### config.mk
export PLATFORM = sky130hd
export DESIGN_NAME = jie_top
export DESIGN_NICKNAME = d
export VERILOG_FILES = /design/src/logic/jie_pkg.sv /design/src/logic/jie_top.sv /design/src/logic/jie_alu.sv
export SDC_FILE = /design/constraint.sdc
export NUM_CORES = 1
export LEC_CHECK = 0
export BUFFER_PORTS_ARGS = -buffer_cell sky130_fd_sc_hd__buf_2
export CAP_MARGIN = 20
export CORE_UTILIZATION = 55
export CTS_BUF_LIST = sky130_fd_sc_hd__clkbuf_8
export DETAILED_ROUTE_END_ITERATION = 8
export PLACE_DENSITY_LB_ADDON = 0.25
export SLEW_MARGIN = 20
export SYNTH_ARGS = -nofsm -noshare
export SYNTH_HDL_FRONTEND = slang
export SYNTH_SLANG_ARGS = --single-unit
### constraint.sdc
create_clock -name SYS_CLK -period 3.8 [get_ports SYS_CLK]
set_input_delay 0.95 -clock SYS_CLK [delete_from_list [all_inputs] [get_ports SYS_CLK]]
set_output_delay 0.95 -clock SYS_CLK [all_outputs]
set_load 0.1 [all_outputs]
### src/logic/jie_pkg.sv
// package for the jump and increment execute block
// assumes a core that feeds one 16-bit instruction word per four-phase cycle
package jie_pkg;
    localparam int          INSTR_W       = 16;
    localparam int          PC_W          = 21;
    localparam int          ADDR_W        = 12;
    localparam logic [7:0]  OP_JUMP_HI    = 8'hef;
    localparam logic [3:0]  OP_JUMP_W2    = 4'hf;
    localparam logic [5:0]  OP_INC        = 6'h0a;
    localparam logic [5:0]  OP_INCSZ      = 6'h0f;
    localparam int          OPC_LSB       = 10;
    localparam int          D_BIT         = 9;
    localparam int          A_BIT         = 8;
    localparam logic [7:0]  INDEX_LIMIT   = 8'h5f;
    localparam logic [7:0]  ACCESS_SPLIT  = 8'h60;
    localparam logic [3:0]  ACCESS_HI_BNK = 4'hf;
    localparam logic [3:0]  ACCESS_LO_BNK = 4'h0;
    localparam logic [20:0] PC_RESET      = 21'h000000;
    localparam logic [20:0] PC_STEP       = 21'h000002;

    typedef enum logic [1:0]
    {
        JIE_Q1 = 2'b00,
        JIE_Q2 = 2'b01,
        JIE_Q3 = 2'b10,
        JIE_Q4 = 2'b11
    } jie_phase_t;

    typedef enum logic [1:0]
    {
        JIE_EXEC   = 2'b00,
        JIE_JUMP2  = 2'b01,
        JIE_FLUSH  = 2'b10
    } jie_mode_t;
endpackage

### src/logic/jie_top.sv
// execute logic for jump and two increment instructions
// assumes the fetch path presents the next word on INSTR_WORD at each Q1 and the
// register file answers RF_RDATA combinationally for RF_ADDR during Q2
//
// Overview of operation
// - the jump loads its 20-bit literal into program counter bits 20 to 1.
// - the jump takes two cycles, the second being a no-operation refill.
// - the plain increment adds one and updates carry, digit carry, negative, overflow and zero.
// - both increments write to the working register when d is 0 and back to the file when d is 1.
// - with a equal to 0 the operand is taken from the fixed access bank, except in the indexed case below.
// - with a equal to 1 the operand address is the bank select value joined with the file field.
// - with the extended set on, a at 0 and f at most 95, the operand is indexed off the literal base.
// - the skip increment changes no flags and turns the next cycle into a no-operation on a zero result.
`timescale 1ns/10ps
`default_nettype none
module jie_top
(
    input  wire logic        SYS_CLK,
    input  wire logic        RESET,
    input  wire logic [15:0] INSTR_WORD,
    input  wire logic [3:0]  BANK_SELECT_REGISTER,
    input  wire logic [11:0] INDEX_BASE,
    input  wire logic        EXT_SET_EN,
    input  wire logic [7:0]  RF_RDATA,
    output var  logic [11:0] RF_ADDR,
    output var  logic        RF_WE,
    output var  logic [7:0]  RF_WDATA,
    output var  logic        W_WE,
    output var  logic [7:0]  W_WDATA,
    output var  logic [20:0] PC,
    output var  logic        CARRY_FLAG,
    output var  logic        DIGIT_CARRY_FLAG,
    output var  logic        ZERO_FLAG,
    output var  logic        OVERFLOW_FLAG,
    output var  logic        NEGATIVE_FLAG,
    output var  logic        NOP_CYCLE,
    output var  logic [1:0]  PHASE
);
    jie_pkg::jie_phase_t phase_reg;
    jie_pkg::jie_mode_t  mode_reg;
    logic [15:0]         ir_reg;
    logic [7:0]          jump_lo_reg;
    logic [7:0]          opnd_reg;
    logic [11:0]         addr_reg;
    logic                is_inc_reg;
    logic                is_sz_reg;
    logic [7:0]          alu_result;
    logic [4:0]          alu_flags;
    logic                jump_exec;

    // operand address for byte-oriented ops
    function automatic logic [11:0] jie_fsel(input logic [15:0] iw, input logic [3:0] bank_select_register,
                                             input logic [11:0] base, input logic ext);
        logic [7:0] f;
        f = iw[7:0];
        if (iw[jie_pkg::A_BIT])
            jie_fsel = {bank_select_register, f};
        else if (ext && (f <= jie_pkg::INDEX_LIMIT))
            jie_fsel = base + {4'h0, f};
        else if (f < jie_pkg::ACCESS_SPLIT)
            jie_fsel = {jie_pkg::ACCESS_LO_BNK, f};
        else
            jie_fsel = {jie_pkg::ACCESS_HI_BNK, f};
    endfunction

    function automatic logic jie_is(input logic [15:0] iw, input logic [5:0] op);
        jie_is = (iw[15:jie_pkg::OPC_LSB] == op);
    endfunction

    function automatic logic jie_is_jump(input logic [15:0] iw);
        jie_is_jump = (iw[15:8] == jie_pkg::OP_JUMP_HI);
    endfunction

    ////////////////////////////////////////////////////////////////////////////
    always_ff @(posedge SYS_CLK)
    begin
        if (RESET)
            phase_reg <= jie_pkg::JIE_Q1;
        else
            phase_reg <= jie_pkg::jie_phase_t'(phase_reg + 2'b01);
    end

    assign PHASE     = phase_reg;
    assign NOP_CYCLE = (mode_reg != jie_pkg::JIE_EXEC);

    // a jump counts only in an executing cycle, so a discarded word never redirects
    assign jump_exec = (mode_reg == jie_pkg::JIE_EXEC) && jie_is_jump(ir_reg);

    ////////////////////////////////////////////////////////////////////////////
    // decode and mode sequencing
    always_ff @(posedge SYS_CLK)
    begin
        if (RESET)
        begin
            ir_reg      <= 16'h0000;
            is_inc_reg  <= 1'b0;
            is_sz_reg   <= 1'b0;
            mode_reg    <= jie_pkg::JIE_EXEC;
            jump_lo_reg <= 8'h00;
        end
        else
        begin
            unique case (phase_reg)
                jie_pkg::JIE_Q1:
                begin
                    // words that arrive in a no-operation cycle are dropped here,
                    // so a discarded instruction can never start a read or a write
                    ir_reg     <= INSTR_WORD;
                    is_inc_reg <= (mode_reg == jie_pkg::JIE_EXEC) &&
                                  (jie_is(INSTR_WORD, jie_pkg::OP_INC) || jie_is(INSTR_WORD, jie_pkg::OP_INCSZ));
                    is_sz_reg  <= (mode_reg == jie_pkg::JIE_EXEC) && jie_is(INSTR_WORD, jie_pkg::OP_INCSZ);
                end
                jie_pkg::JIE_Q2:
                begin
                    if (jump_exec)
                        jump_lo_reg <= ir_reg[7:0];
                end
                jie_pkg::JIE_Q3:
                begin
                end
                jie_pkg::JIE_Q4:
                begin
                    if (jump_exec)
                        mode_reg <= jie_pkg::JIE_JUMP2;
                    // note: only one cycle is skipped, which covers a two-word jump, as its second
                    // word arrives in Q4 of the same cycle and is never decoded on its own
                    else if (mode_reg == jie_pkg::JIE_EXEC && is_sz_reg && alu_result == 8'h00)
                        mode_reg <= jie_pkg::JIE_FLUSH;
                    else
                        mode_reg <= jie_pkg::JIE_EXEC;
                end
            endcase
        end
    end

    ////////////////////////////////////////////////////////////////////////////
    // program counter: steps each cycle, jump writes in Q4 of its first cycle
    always_ff @(posedge SYS_CLK)
    begin
        if (RESET)
            PC <= jie_pkg::PC_RESET;
        else if (phase_reg == jie_pkg::JIE_Q4)
        begin
            if (jump_exec)
                PC <= {INSTR_WORD[11:0], jump_lo_reg, 1'b0};
            else
                PC <= PC + jie_pkg::PC_STEP;
        end
    end

    ////////////////////////////////////////////////////////////////////////////
    // operand read in Q2
    always_ff @(posedge SYS_CLK)
    begin
        if (RESET)
        begin
            addr_reg <= 12'h000;
            opnd_reg <= 8'h00;
        end
        else if (phase_reg == jie_pkg::JIE_Q2 && is_inc_reg)
        begin
            addr_reg <= jie_fsel(ir_reg, BANK_SELECT_REGISTER, INDEX_BASE, EXT_SET_EN);
            opnd_reg <= RF_RDATA;
        end
    end

    // combinational in Q2 so the file answers within the phase; held afterwards
    // so the write-back in the next Q1 lands on the same cell
    assign RF_ADDR = (phase_reg == jie_pkg::JIE_Q2) ?
                     jie_fsel(ir_reg, BANK_SELECT_REGISTER, INDEX_BASE, EXT_SET_EN) : addr_reg;

    // the incrementer registers its result, so Q4 sees settled data and flags
    jie_alu u_alu
    (
        .clk     (SYS_CLK),
        .rst     (RESET),
        .load    (phase_reg == jie_pkg::JIE_Q3 && is_inc_reg),
        .operand (opnd_reg),
        .result  (alu_result),
        .flags   (alu_flags)
    );

    ////////////////////////////////////////////////////////////////////////////
    // destination write and flags in Q4; strobes are one clock wide
    always_ff @(posedge SYS_CLK)
    begin
        if (RESET)
        begin
            RF_WE    <= 1'b0;
            W_WE     <= 1'b0;
            RF_WDATA <= 8'h00;
            W_WDATA  <= 8'h00;
        end
        else
        begin
            RF_WE    <= (phase_reg == jie_pkg::JIE_Q4) && is_inc_reg && ir_reg[jie_pkg::D_BIT];
            W_WE     <= (phase_reg == jie_pkg::JIE_Q4) && is_inc_reg && !ir_reg[jie_pkg::D_BIT];
            RF_WDATA <= alu_result;
            W_WDATA  <= alu_result;
        end
    end

    ////////////////////////////////////////////////////////////////////////////
    // status flags: the skip increment leaves them alone, so a loop counter
    // can be stepped without losing the outcome of an earlier comparison
    always_ff @(posedge SYS_CLK)
    begin
        if (RESET)
        begin
            CARRY_FLAG       <= 1'b0;
            DIGIT_CARRY_FLAG <= 1'b0;
            ZERO_FLAG        <= 1'b0;
            OVERFLOW_FLAG    <= 1'b0;
            NEGATIVE_FLAG    <= 1'b0;
        end
        else if (phase_reg == jie_pkg::JIE_Q4 && is_inc_reg && !is_sz_reg)
        begin
            {CARRY_FLAG, DIGIT_CARRY_FLAG, ZERO_FLAG, OVERFLOW_FLAG, NEGATIVE_FLAG} <= alu_flags;
        end
    end
endmodule
`default_nettype wire

### src/logic/jie_alu.sv
// incrementer with flag generation for the jump and increment execute block
// assumes a registered operand; result and flags are registered here
`timescale 1ns/10ps
`default_nettype none
module jie_alu
(
    input  wire logic       clk,
    input  wire logic       rst,
    input  wire logic       load,
    input  wire logic [7:0] operand,
    output var  logic [7:0] result,
    output var  logic [4:0] flags
);
    logic [8:0] sum;
    assign sum = {1'b0, operand} + 9'h001;

    always_ff @(posedge clk)
    begin
        if (rst)
        begin
            result <= 8'h00;
            flags  <= 5'h00;
        end
        else if (load)
        begin
            result <= sum[7:0];
            // order: carry, digit carry, zero, overflow, negative
            flags  <= {sum[8], (operand[3:0] == 4'hf), (sum[7:0] == 8'h00),
                       (operand == 8'h7f), sum[7]};
        end
    end
endmodule
`default_nettype wire

==> reports/qor.yml, run 1 <==
stdcell_area_sq_um: 6070
syn_inst: 606
p_per_area_nw_per_um2: 366
crit_type: "input port to primary output"
fillers: 741
reg2regPathDepth: 10
cts_root_buf: "clkbuf_8"
area_growth_pct: 21.6
synth_flop_cell: "dfxtp_1"
cap_viol_max_count: 0
holdPathStages: 2
cts_buffers: 9
groute.usage.overall_pct: 25.7
synth.top_cell.area_share_pct: 38.9
min-delay-start: "addr_reg[1]"
drive_above_1_share_pct: 24.6
cp.arrival_ns: 2.82
r2r_start: "ir_reg[0]"
r2r-end: "addr_reg[6]"
clk_latency_ns: 0.37
synth_xor_area_share_pct: 1.40
place_hpwl_um: 8890
routabilityCongestion: 0.891
num_vias: 4657
fmax_mhz: 265
die_h_um: 97.3
netlist_area_sq_um: 4990
ys_seq_area_share_pct: 38.9
io_buffers: 100
design.portCount: 102
start_util_pct: 57.0
status: "finished, final reports clean"
yosysWarnings: 0
layout.nets: 748
antenna_left: 0
htree_num_levels: 3
synth_edf_count: 0
slew_violations: 0
regToRegSetupSlack_ns: 1.48
antenna_found_initial: 0
critPathCaptureType: "primary output"
top_layer_used: "met4"
hold_ws_ns: 0.461
vias_per_cell: 5.80
required_ns: 2.85
drtIter0Drc: 230
postPlaceCellArea_sq_um: 5770
critPathMaxFanout: 3
synth-adder-area-share_pct: 3.91
routed-wl-met2_um: 5450
holdPathEnd: "addr_reg[1]"
cts_tree: "yes"
die_w_um: 97.3
synth_cell_type_count: 64
worstMarginPinSlew_ns: 0.938
timing.final.crit_share_pct: 99.1
post_drt_wl_per_cell_um: 15.1
finClkSkew_ns: 0.0200
rsz0062_at_grt: "true"
synth_seq_cells: 97
grt-ovfl-total: 0
dr.pass1.iters: 5
synth_area_leaders: "dfxtp_1 (39%), a21oi_1 (5.6%), mux2i_1 (5.4%), nor2_1 (5.0%), nand2_1 (4.0%)"
drc: 0
finalHoldViolCount: 0
synth_top_family_by_area: "simple AND/OR/NAND/NOR gates"
clkSinkCount: 97
setup-violations-final: 0
clk_pin_slew_worst_paths_ns: 0.10
muxShareOfSynthArea_pct: 6.69
die_area_sq_um: 9460
ctsLongestPathBuffers: 2
synth_compound_area_share_pct: 19.7
syn_nets: 664
grt_max_degree: 40
synth-simple-area-share_pct: 23.3
largest_reg_flops: 20
utilization_pct: 69.3
met1Wirelength_um: 5660
num_rows: 34
async_flop_share_pct: 0
layout_min_cycle_time_ns: 3.77
p_leak_nw: 2.49
grt_pass1_wl_um: 20200
relSlewSlack_pct: 37.5
core_sq_um: 8760
wl_um: 12100
syn_avg_cell_area_sq_um: 8.24
holdCritPathClass: "flip-flop to flip-flop"
cp-start-kind: "input port"
synth_largest_area_cell: "dfxtp_1"
diodes: 0
met3_length_um: 747
cts.hold.buffers_added: 0
peakVddDrop_v: 0.000232
grt_pass1_vias: 4301
[synth_stat cells (all sizes together), types with 3 or more instances]
library cell / count
dfxtp: 97
nor2: 67
a21oi: 56
nand2: 53
clkbuf: 30
mux2i: 27
o21ai: 24
a211oi: 22
nand3: 22
nor3: 21
buf: 18
nor2b: 15
ha: 14
inv: 14
nand4: 13
and2: 12
a21o: 8
nor4: 7
a31oi: 6
a22oi: 5
and3: 5
mux2: 5
xnor2: 5
nor3b: 4
o21a: 4
or3: 4
a311oi: 3
a31o: 3
nand2b: 3
o211ai: 3
o22ai: 3
o311ai: 3
xor2: 3
[per-stage QoR]
step	cells	TNS, ns	total power, W	setup WS [ns]
detailed placement	786	-0.216	0.00156	-0.111
global route	803	-0.0563	0.00231	-0.0415
CTS	802	0	0.00221	0.0119
floorplan	606	-1.89	0.00141	-0.525
finish	803	0	0.00222	0.0335
global placement	786	-0.132	0.00156	-0.0945
[cell families (layout without fill, tap and decap cells)]
| group | count (synthesis) | in the layout |
|---|---|---|
| buffers and inverters | 62 | 151 |
| adder cells (fa/ha/maj) | 15 | 15 |
| AO/OA/AOI/OAI | 155 | 155 |
| other | 1 | 1 |
| XOR/XNOR | 8 | 8 |
| flip-flops | 97 | 97 |
| multiplexers | 32 | 32 |
| AND/OR/NAND/NOR | 236 | 236 |
[cells in the final DEF (no fill, tap or decap), types with 4 or more instances in the layout]
| master | instances |
|---|---|
| nor4_1 | 6 |
| dfxtp_1 | 97 |
| nand2_1 | 53 |
| nand4_1 | 13 |
| a22oi_1 | 5 |
| nand3_1 | 22 |
| ha_1 | 12 |
| nor3_1 | 19 |
| nor2b_1 | 14 |
| buf_2 | 88 |
| a211oi_1 | 21 |
| xnor2_1 | 5 |
| mux2i_1 | 26 |
| o21ai_0 | 18 |
| inv_1 | 13 |
| and3_1 | 5 |
| buf_4 | 20 |
| a21oi_1 | 50 |
| o21a_1 | 4 |
| o21ai_1 | 6 |
| nor2_1 | 67 |
| and2_1 | 11 |
| buf_12 | 10 |
| a21o_1 | 8 |
| clkbuf_8 | 9 |
[worst max path at each step]
| stage | startpoint | to | slack (ns) | depth (start not counted) |
|---|---|---|---|---|
| after floorplan | PHASE[1] | RF_ADDR[0] | -0.52 | 5 |
| after global routing | INDEX_BASE[0] | RF_ADDR[6] | -0.04 | 11 |
| after global placement | INDEX_BASE[0] | RF_ADDR[10] | -0.09 | 11 |
| after detailed placement | INDEX_BASE[0] | RF_ADDR[10] | -0.11 | 11 |
| after CTS | INDEX_BASE[0] | RF_ADDR[8] | 0.01 | 10 |
| final | INDEX_BASE[0] | RF_ADDR[6] | 0.03 | 11 |
[worst max-delay path, stage by stage]
cell	delay (ns)
buf_6	0.08
ha_4	0.13
inv_2	0.04
fa_2	0.38
nor2b_4	0.16
buf_6	0.12
o2111a_1	0.19
nor3_1	0.06
o31a_1	0.35
a21oi_4	0.19
buf_12	0.19
[power breakdown]
group	leakage [nW]	switching (W)	internal, W
Sequential	0.785	0.0000233	0.00103
Combinational	1.62	0.000326	0.000182
Clock	0.0887	0.000400	0.000255
[final cells by class]
class,count,area (sq um),share of cell area [%]
clock buffer,9,124,2.04
tap,108,135,2.22
clock inverter,7,70.1,1.15
multi-input combinational,447,2930,48.2
inverter,14,52.6,0.865
sequential,97,1940,32.0
timing repair buffer,121,825,13.6
[repair_timing]
action | 4_1_cts | 5_1_grt
setup buffers | 0 | 1
resized for setup | 8 | 16
pin swaps | 0 | 6
endpoints found under the setup margin | 4 | 7
[layer usage]
| layer | global-route usage, % | vias up |
|---|---|---|
| li1 | - | 2330 |
| met1 | 34.7 | 2163 |
| met2 | 41.3 | 142 |
| met3 | 4.82 | 22 |
| met4 | 8.60 | 0 |
| met5 | 0 | - |
Power figures use the tool's default switching activity.
==> run 2: changes to the inputs <==
--- a/config.mk
+++ b/config.mk
@@ -10,7 +10,7 @@
 export CORE_UTILIZATION = 55
 export CTS_BUF_LIST = sky130_fd_sc_hd__clkbuf_8
 export DETAILED_ROUTE_END_ITERATION = 8
-export PLACE_DENSITY_LB_ADDON = 0.25
+export PLACE_DENSITY = 0.8
 export SLEW_MARGIN = 20
 export SYNTH_ARGS = -nofsm -noshare
 export SYNTH_HDL_FRONTEND = slang
==> run 2 against run 1 <==
Against the previous run: die area is the same; critical endpoint unchanged; cell count shrank 0.37%; via count grew 0.92%; sequential share of layout area grew 0.27 points; register-to-register slack lost 0.06 ns; critical path depth is the same; hold slack gained 0.0058 ns; highest routed layer unchanged; setup slack lost 0.012 ns; first-iteration DRC count grew 0.43%; total power grew 0.46%.
==> reports/qor.yml, run 2 (synthesized netlist as in run 1, its figures left out) <==
setup-violations-final: 0  # unchanged
antenna_left: 0  # unchanged
timing.final.crit_share_pct: 99.4  # +0.30 points
rsz0062_at_grt: "true"
p_leak_nw: 2.50  # +0.12%
fin_ws_ns: 0.0219  # -0.0116 ns
clk_latency_ns: 0.36  # about the same
post_drt_wl_per_cell_um: 15.4  # +2.2%
dr.pass1.iters: 5  # unchanged
design.portCount: 102  # unchanged
layout_min_cycle_time_ns: 3.78  # +0.0116 ns
relSlewSlack_pct: 33.9  # -3.6 points
grt-ovfl-total: 0  # unchanged
area_growth_pct: 20.6
io_buffers: 100  # unchanged
grt_pass1_wl_um: 20500  # +1.9%
antenna_found_initial: 0  # unchanged
r2r_start: "ir_reg[8]"
wl_um: 12300  # +1.8%
fin_setup_tns_ns: 0  # unchanged
final_common_cell: "dfxtp_1"
clk_pin_slew_worst_paths_ns: 0.11  # about the same
cp.arrival_ns: 2.83  # about the same
p_per_area_nw_per_um2: 370  # +1.3%
slew_violations: 0  # unchanged
groute.usage.overall_pct: 26.4  # +0.72 points
min-delay-start: "u_alu.flags[4]"
fmax_mhz: 265  # -0.31%
finalPower_w: 0.00223  # +0.46%
routabilityCongestion: 0.841  # -5.7%
die_h_um: 97.3  # unchanged
finClkSkew_ns: 0.0141  # -0.00591 ns
htree_num_levels: 3  # unchanged
status: "finished, final reports clean"
cap_viol_max_count: 0  # unchanged
die_w_um: 97.3  # unchanged
dp_slack_ns: -0.100  # +0.0109 ns
cts_tree: "yes"
grt_max_degree: 52  # +30%
cts_buffers: 9  # unchanged
start_util_pct: 57.0  # unchanged
postPlaceCellArea_sq_um: 5730  # -0.61%
grt_pass1_vias: 4478  # +4.1%
cp-start-kind: "input port"
critPathMaxFanout: 3  # unchanged
drc: 0  # unchanged
place_hpwl_um: 8900  # about the same
drive_above_1_share_pct: 24.1  # -0.47 points
cts_root_buf: "clkbuf_8"
layout_common_cells: "dfxtp_1 (97), buf_2 (88), nor2_1 (67)"
core_sq_um: 8760  # unchanged
clkSinkCount: 97  # unchanged
peakVddDrop_v: 0.000281  # +21%
ctsLongestPathBuffers: 2  # unchanged
stdcell_area_sq_um: 6020  # -0.84%
num_rows: 34  # unchanged
die_area_sq_um: 9460  # unchanged
diodes: 0  # unchanged
worstMarginPinSlew_ns: 0.992  # +0.0540 ns
largest_reg_flops: 20  # unchanged
num_vias: 4700  # +0.92%
drtIter0Drc: 231  # +0.43%
vias_per_cell: 5.88  # +1.3%
required_ns: 2.85  # about the same
crit_type: "input port to primary output"
startpoint: "INDEX_BASE[0]"
critPathCaptureType: "primary output"
cts.hold.buffers_added: 0  # unchanged
holdCritPathClass: "flip-flop to flip-flop"
layout.nets: 745  # -0.40%
utilization_pct: 68.7  # -0.59 points
finalHoldViolCount: 0  # unchanged
run 2: worst max-delay path: stages:
cell,delay (ns)
buf_6,0.07
ha_4,0.13
inv_2,0.04
fa_2,0.38
nor2b_4,0.16
buf_6,0.11
o2111a_1,0.22
nor3_2,0.05
o31a_1,0.33
a21oi_4,0.19
buf_12,0.19
run 2: final timing paths:
| path | to | slack [ns] | cells past startpoint |
|---|---|---|---|
| setup reg to reg | jump_lo_reg[3] | 1.42 | 6 |
| hold / removal | u_alu.flags[4] | 0.47 | 2 |
| setup / recovery | RF_ADDR[6] | 0.02 | 11 |
| hold reg to reg | u_alu.flags[4] | 0.47 | 2 |
run 2: metal layers:
| metal | global-route usage (%) | part of all wire [%] | wire length (um) |
|---|---|---|---|
| met1 | 34.0 | 44 | 5450 |
| met2 | 42.4 | 46 | 5720 |
| met3 | 6.12 | 6.7 | 820 |
| met4 | 11.3 | 2.8 | 340 |
| met5 | 0 | 0 | 0 |
run 2: cell type report:
| class | instances | area (sq um) |
|---|---|---|
| multi-input cells | 447 | 2900 |
| fillers | 716 | 2740 |
| flip-flops and latches | 97 | 1940 |
| repair buffers | 118 | 790 |
| well taps | 108 | 135 |
| clock buffers | 9 | 124 |
| clock inverters | 7 | 81.3 |
| inverters | 14 | 52.6 |
run 2: repair_timing:
| item | in CTS | in global routing |
|---|---|---|
| pin swaps | 1 | 5 |
| buffers inserted | 0 | 1 |
| gates resized for setup | 7 | 13 |
| setup endpoints to repair | 5 | 6 |
run 2: report_power, final:
part           internal (W)  switching, W  leakage (nW)
Clock              0.000263      0.000410         0.103
Combinational      0.000177      0.000323          1.61
Sequential          0.00104     0.0000231         0.785
Total               0.00147      0.000756          2.50
run 2: stage by stage:
| stage | hold WS [ns] | cells |
|---|---|---|
| floorplan | 0.431 | 606 |
| global placement | 0.441 | 783 |
| detailed placement | 0.451 | 783 |
| CTS | 0.466 | 799 |
| global route | 0.481 | 800 |
| finish | 0.466 | 800 |
==> run 3: changes to the inputs <==
==> constraint.sdc (replaced) <==
create_clock -name SYS_CLK -period 4.3 [get_ports SYS_CLK]
set_input_delay 1.075 -clock SYS_CLK [delete_from_list [all_inputs] [get_ports SYS_CLK]]
set_output_delay 1.075 -clock SYS_CLK [all_outputs]
set_load 0.1 [all_outputs]
==> run 3 against run 2 <==
Against the previous run: non-clock buffer count fell by 10; total power fell by 14%; clock power fell by 13%; utilization fell by 2.5 points; critical path depth fell by 1; combinational power fell by 20%; sequential share of layout area rose by 1.2 points; sequential cell count did not move; wire length fell by 3.0%; final area fell by 3.6%; register-to-register slack improved by 0.58 ns; sequential power fell by 12%; largest power group unchanged.
==> reports/qor.yml, run 3 (synthesized netlist as in run 1, its figures left out) <==
multi_input_area_sq_um: 2830  # -2.3%
htree_num_levels: 3  # unchanged
reg2regPathDepth: 9  # +3
holdPathStages: 2  # unchanged
critPathCaptureType: "primary output"
worstMarginPinSlew_ns: 1.03  # +0.0338 ns
die_area_sq_um: 9460  # unchanged
holdPathEnd: "addr_reg[1]"
p_leak_nw: 2.41  # -3.3%
min-delay-start: "addr_reg[1]"
critPathMaxFanout: 3  # unchanged
r2r_start: "ir_reg[0]"
core_sq_um: 8760  # unchanged
crit_type: "input port to primary output"
p_comb_share_pct: 20.8  # -1.6 points
drive_above_1_share_pct: 22.0  # -2.1 points
grt-ovfl-total: 0  # unchanged
sequentialPowerShare_pct: 48.7  # +1.3 points
holdCritPathClass: "flip-flop to flip-flop"
pwr-share-clk_pct: 30.5  # +0.3 points
drc: 0  # unchanged
vias_per_cell: 5.90  # +0.38%
die_w_um: 97.3  # unchanged
relSlewSlack_pct: 31.6  # -2.3 points
wl_um: 12000  # -3.0%
area_growth_pct: 16.3
num_rows: 34  # unchanged
r2r-end: "addr_reg[6]"
drtIter0Drc: 283  # +23%
clk_pin_slew_worst_paths_ns: 0.10  # about the same
cap_viol_max_count: 0  # unchanged
largest_reg_flops: 20  # unchanged
io_buffers: 100  # unchanged
required_ns: 3.22  # +0.37 ns
cts.hold.buffers_added: 0  # unchanged
internal_power_w: 0.00128  # -13%
groute.usage.overall_pct: 25.1  # -1.3 points
routabilityCongestion: 0.858  # +2.0%
die_h_um: 97.3  # unchanged
finClkSkew_ns: 0.0134  # -0.000687 ns
num_vias: 4659  # -0.87%
p_switching_w: 0.000638  # -16%
grt_pass1_vias: 4203  # -6.1%
clk_latency_ns: 0.37  # about the same
clkSinkCount: 97  # unchanged
slew_violations: 0  # unchanged
status: "finished, final reports clean"
post_drt_wl_per_cell_um: 15.1  # -1.8%
final_common_cell: "dfxtp_1"
timing.final.crit_share_pct: 97.0
fillers: 742  # +3.6%
cts_root_buf: "clkbuf_8"
grt_max_degree: 56  # +7.7%
peakVddDrop_v: 0.000171  # -39%
dr.pass1.iters: 5  # unchanged
cp-start-kind: "input port"
cp.arrival_ns: 3.10  # +0.27 ns
cts_buffers: 9  # unchanged
regToRegSetupSlack_ns: 2.00  # +0.58 ns
design.portCount: 102  # unchanged
finalHoldViolCount: 0  # unchanged
finalPower_w: 0.00192  # -14%
layout.nets: 735  # -1.3%
fmax_mhz: 240
rsz0062_at_grt: "false"
cts_tree: "yes"
diodes: 0  # unchanged
layout_min_cycle_time_ns: 4.17
setup-violations-final: 0  # unchanged
antenna_left: 0  # unchanged
place_hpwl_um: 8740  # -1.8%
swShare_pct: 33.3  # -0.63 points
ctsLongestPathBuffers: 2  # unchanged
regArea_sq_um: 1940  # unchanged
p_per_area_nw_per_um2: 330  # -11%
grt_pass1_wl_um: 19600  # -4.7%
start_util_pct: 57.0  # unchanged
antenna_found_initial: 0  # unchanged
utilization_pct: 66.3  # -2.5 points
layout_common_cells: "dfxtp_1 (97), buf_2 (93), nor2_1 (67)"
-- run 3: cell count changes in the layout (fill, tap and decap cells not counted), sizes merged --
| cell | delta |
|---|---|
| clkinv | -3 |
| buf | -11 |
| inv | +1 |
| clkinvlp | +1 |
| clkbuf | +2 |
-- run 3: worst max-delay path, cell delays in order --
cell,delay (ns)
buf_2,0.08
ha_1,0.18
inv_1,0.06
fa_1,0.38
nor2b_1,0.17
o2111ai_1,0.20
a21oi_2,0.21
mux2i_2,0.32
a31oi_4,0.12
clkbuf_4,0.30
-- run 3: final cells by class --
| cell class | instances | area share, % |
|---|---|---|
| Multi-Input combinational cell | 447 | 48.8 |
| Sequential cell | 97 | 33.4 |
| Clock inverter | 6 | 0.969 |
| Inverter | 14 | 0.905 |
| Timing Repair Buffer | 108 | 11.2 |
| Tap cell | 108 | 2.33 |
| Clock buffer | 10 | 2.37 |
-- run 3: per-layer routing --
metal  track usage [%]  share of wire [%]  vias to the layer above
li1                  -                  -                     2305
met1              33.6                 44                     2145
met2              39.5                 45                      180
met3              4.82                7.2                       29
met4              11.1                2.9                        0
met5                 0                  0                        -
-- run 3: timing repair --
action / 4_1_cts / 5_1_grt
setup buffers: 0 / 0
endpoints found under the setup margin: 0 / 1
resized for setup: 0 / 4
-- run 3: metrics by stage --
stage | setup slack [ns] | cell area (sq um) | instances | hold slack [ns] | TNS (ns)
floorplan | -0.109 | 5060 | 606 | 0.431 | -0.109
global placement | 0.165 | 5600 | 774 | 0.440 | 0
detailed placement | 0.116 | 5600 | 774 | 0.448 | 0
CTS | 0.0899 | 5800 | 790 | 0.462 | 0
global route | 0.00980 | 5810 | 790 | 0.488 | 0
finish | 0.129 | 5810 | 790 | 0.460 | 0
-- run 3: worst max-delay path by stage --
stage / startpoint / to / slack (ns) / cells past startpoint
floorplan: INDEX_BASE[0] / RF_ADDR[8] / -0.11 / 8
global placement: INDEX_BASE[0] / RF_ADDR[10] / 0.16 / 10
detailed placement: INDEX_BASE[0] / RF_ADDR[10] / 0.12 / 10
CTS: INDEX_BASE[0] / RF_ADDR[10] / 0.09 / 10
global route: INDEX_BASE[0] / RF_ADDR[10] / 0.01 / 10
finish: INDEX_BASE[0] / RF_ADDR[10] / 0.13 / 10
-- run 3: power groups by stage --
stage,logic (W),registers (W),clock network [W]
finish,0.000399,0.000935,0.000585
detailed placement,0.000395,0.000955,0
floorplan,0.000271,0.000969,0
global placement,0.000388,0.000954,0
global route,0.000424,0.000938,0.000624
CTS,0.000397,0.000934,0.000590
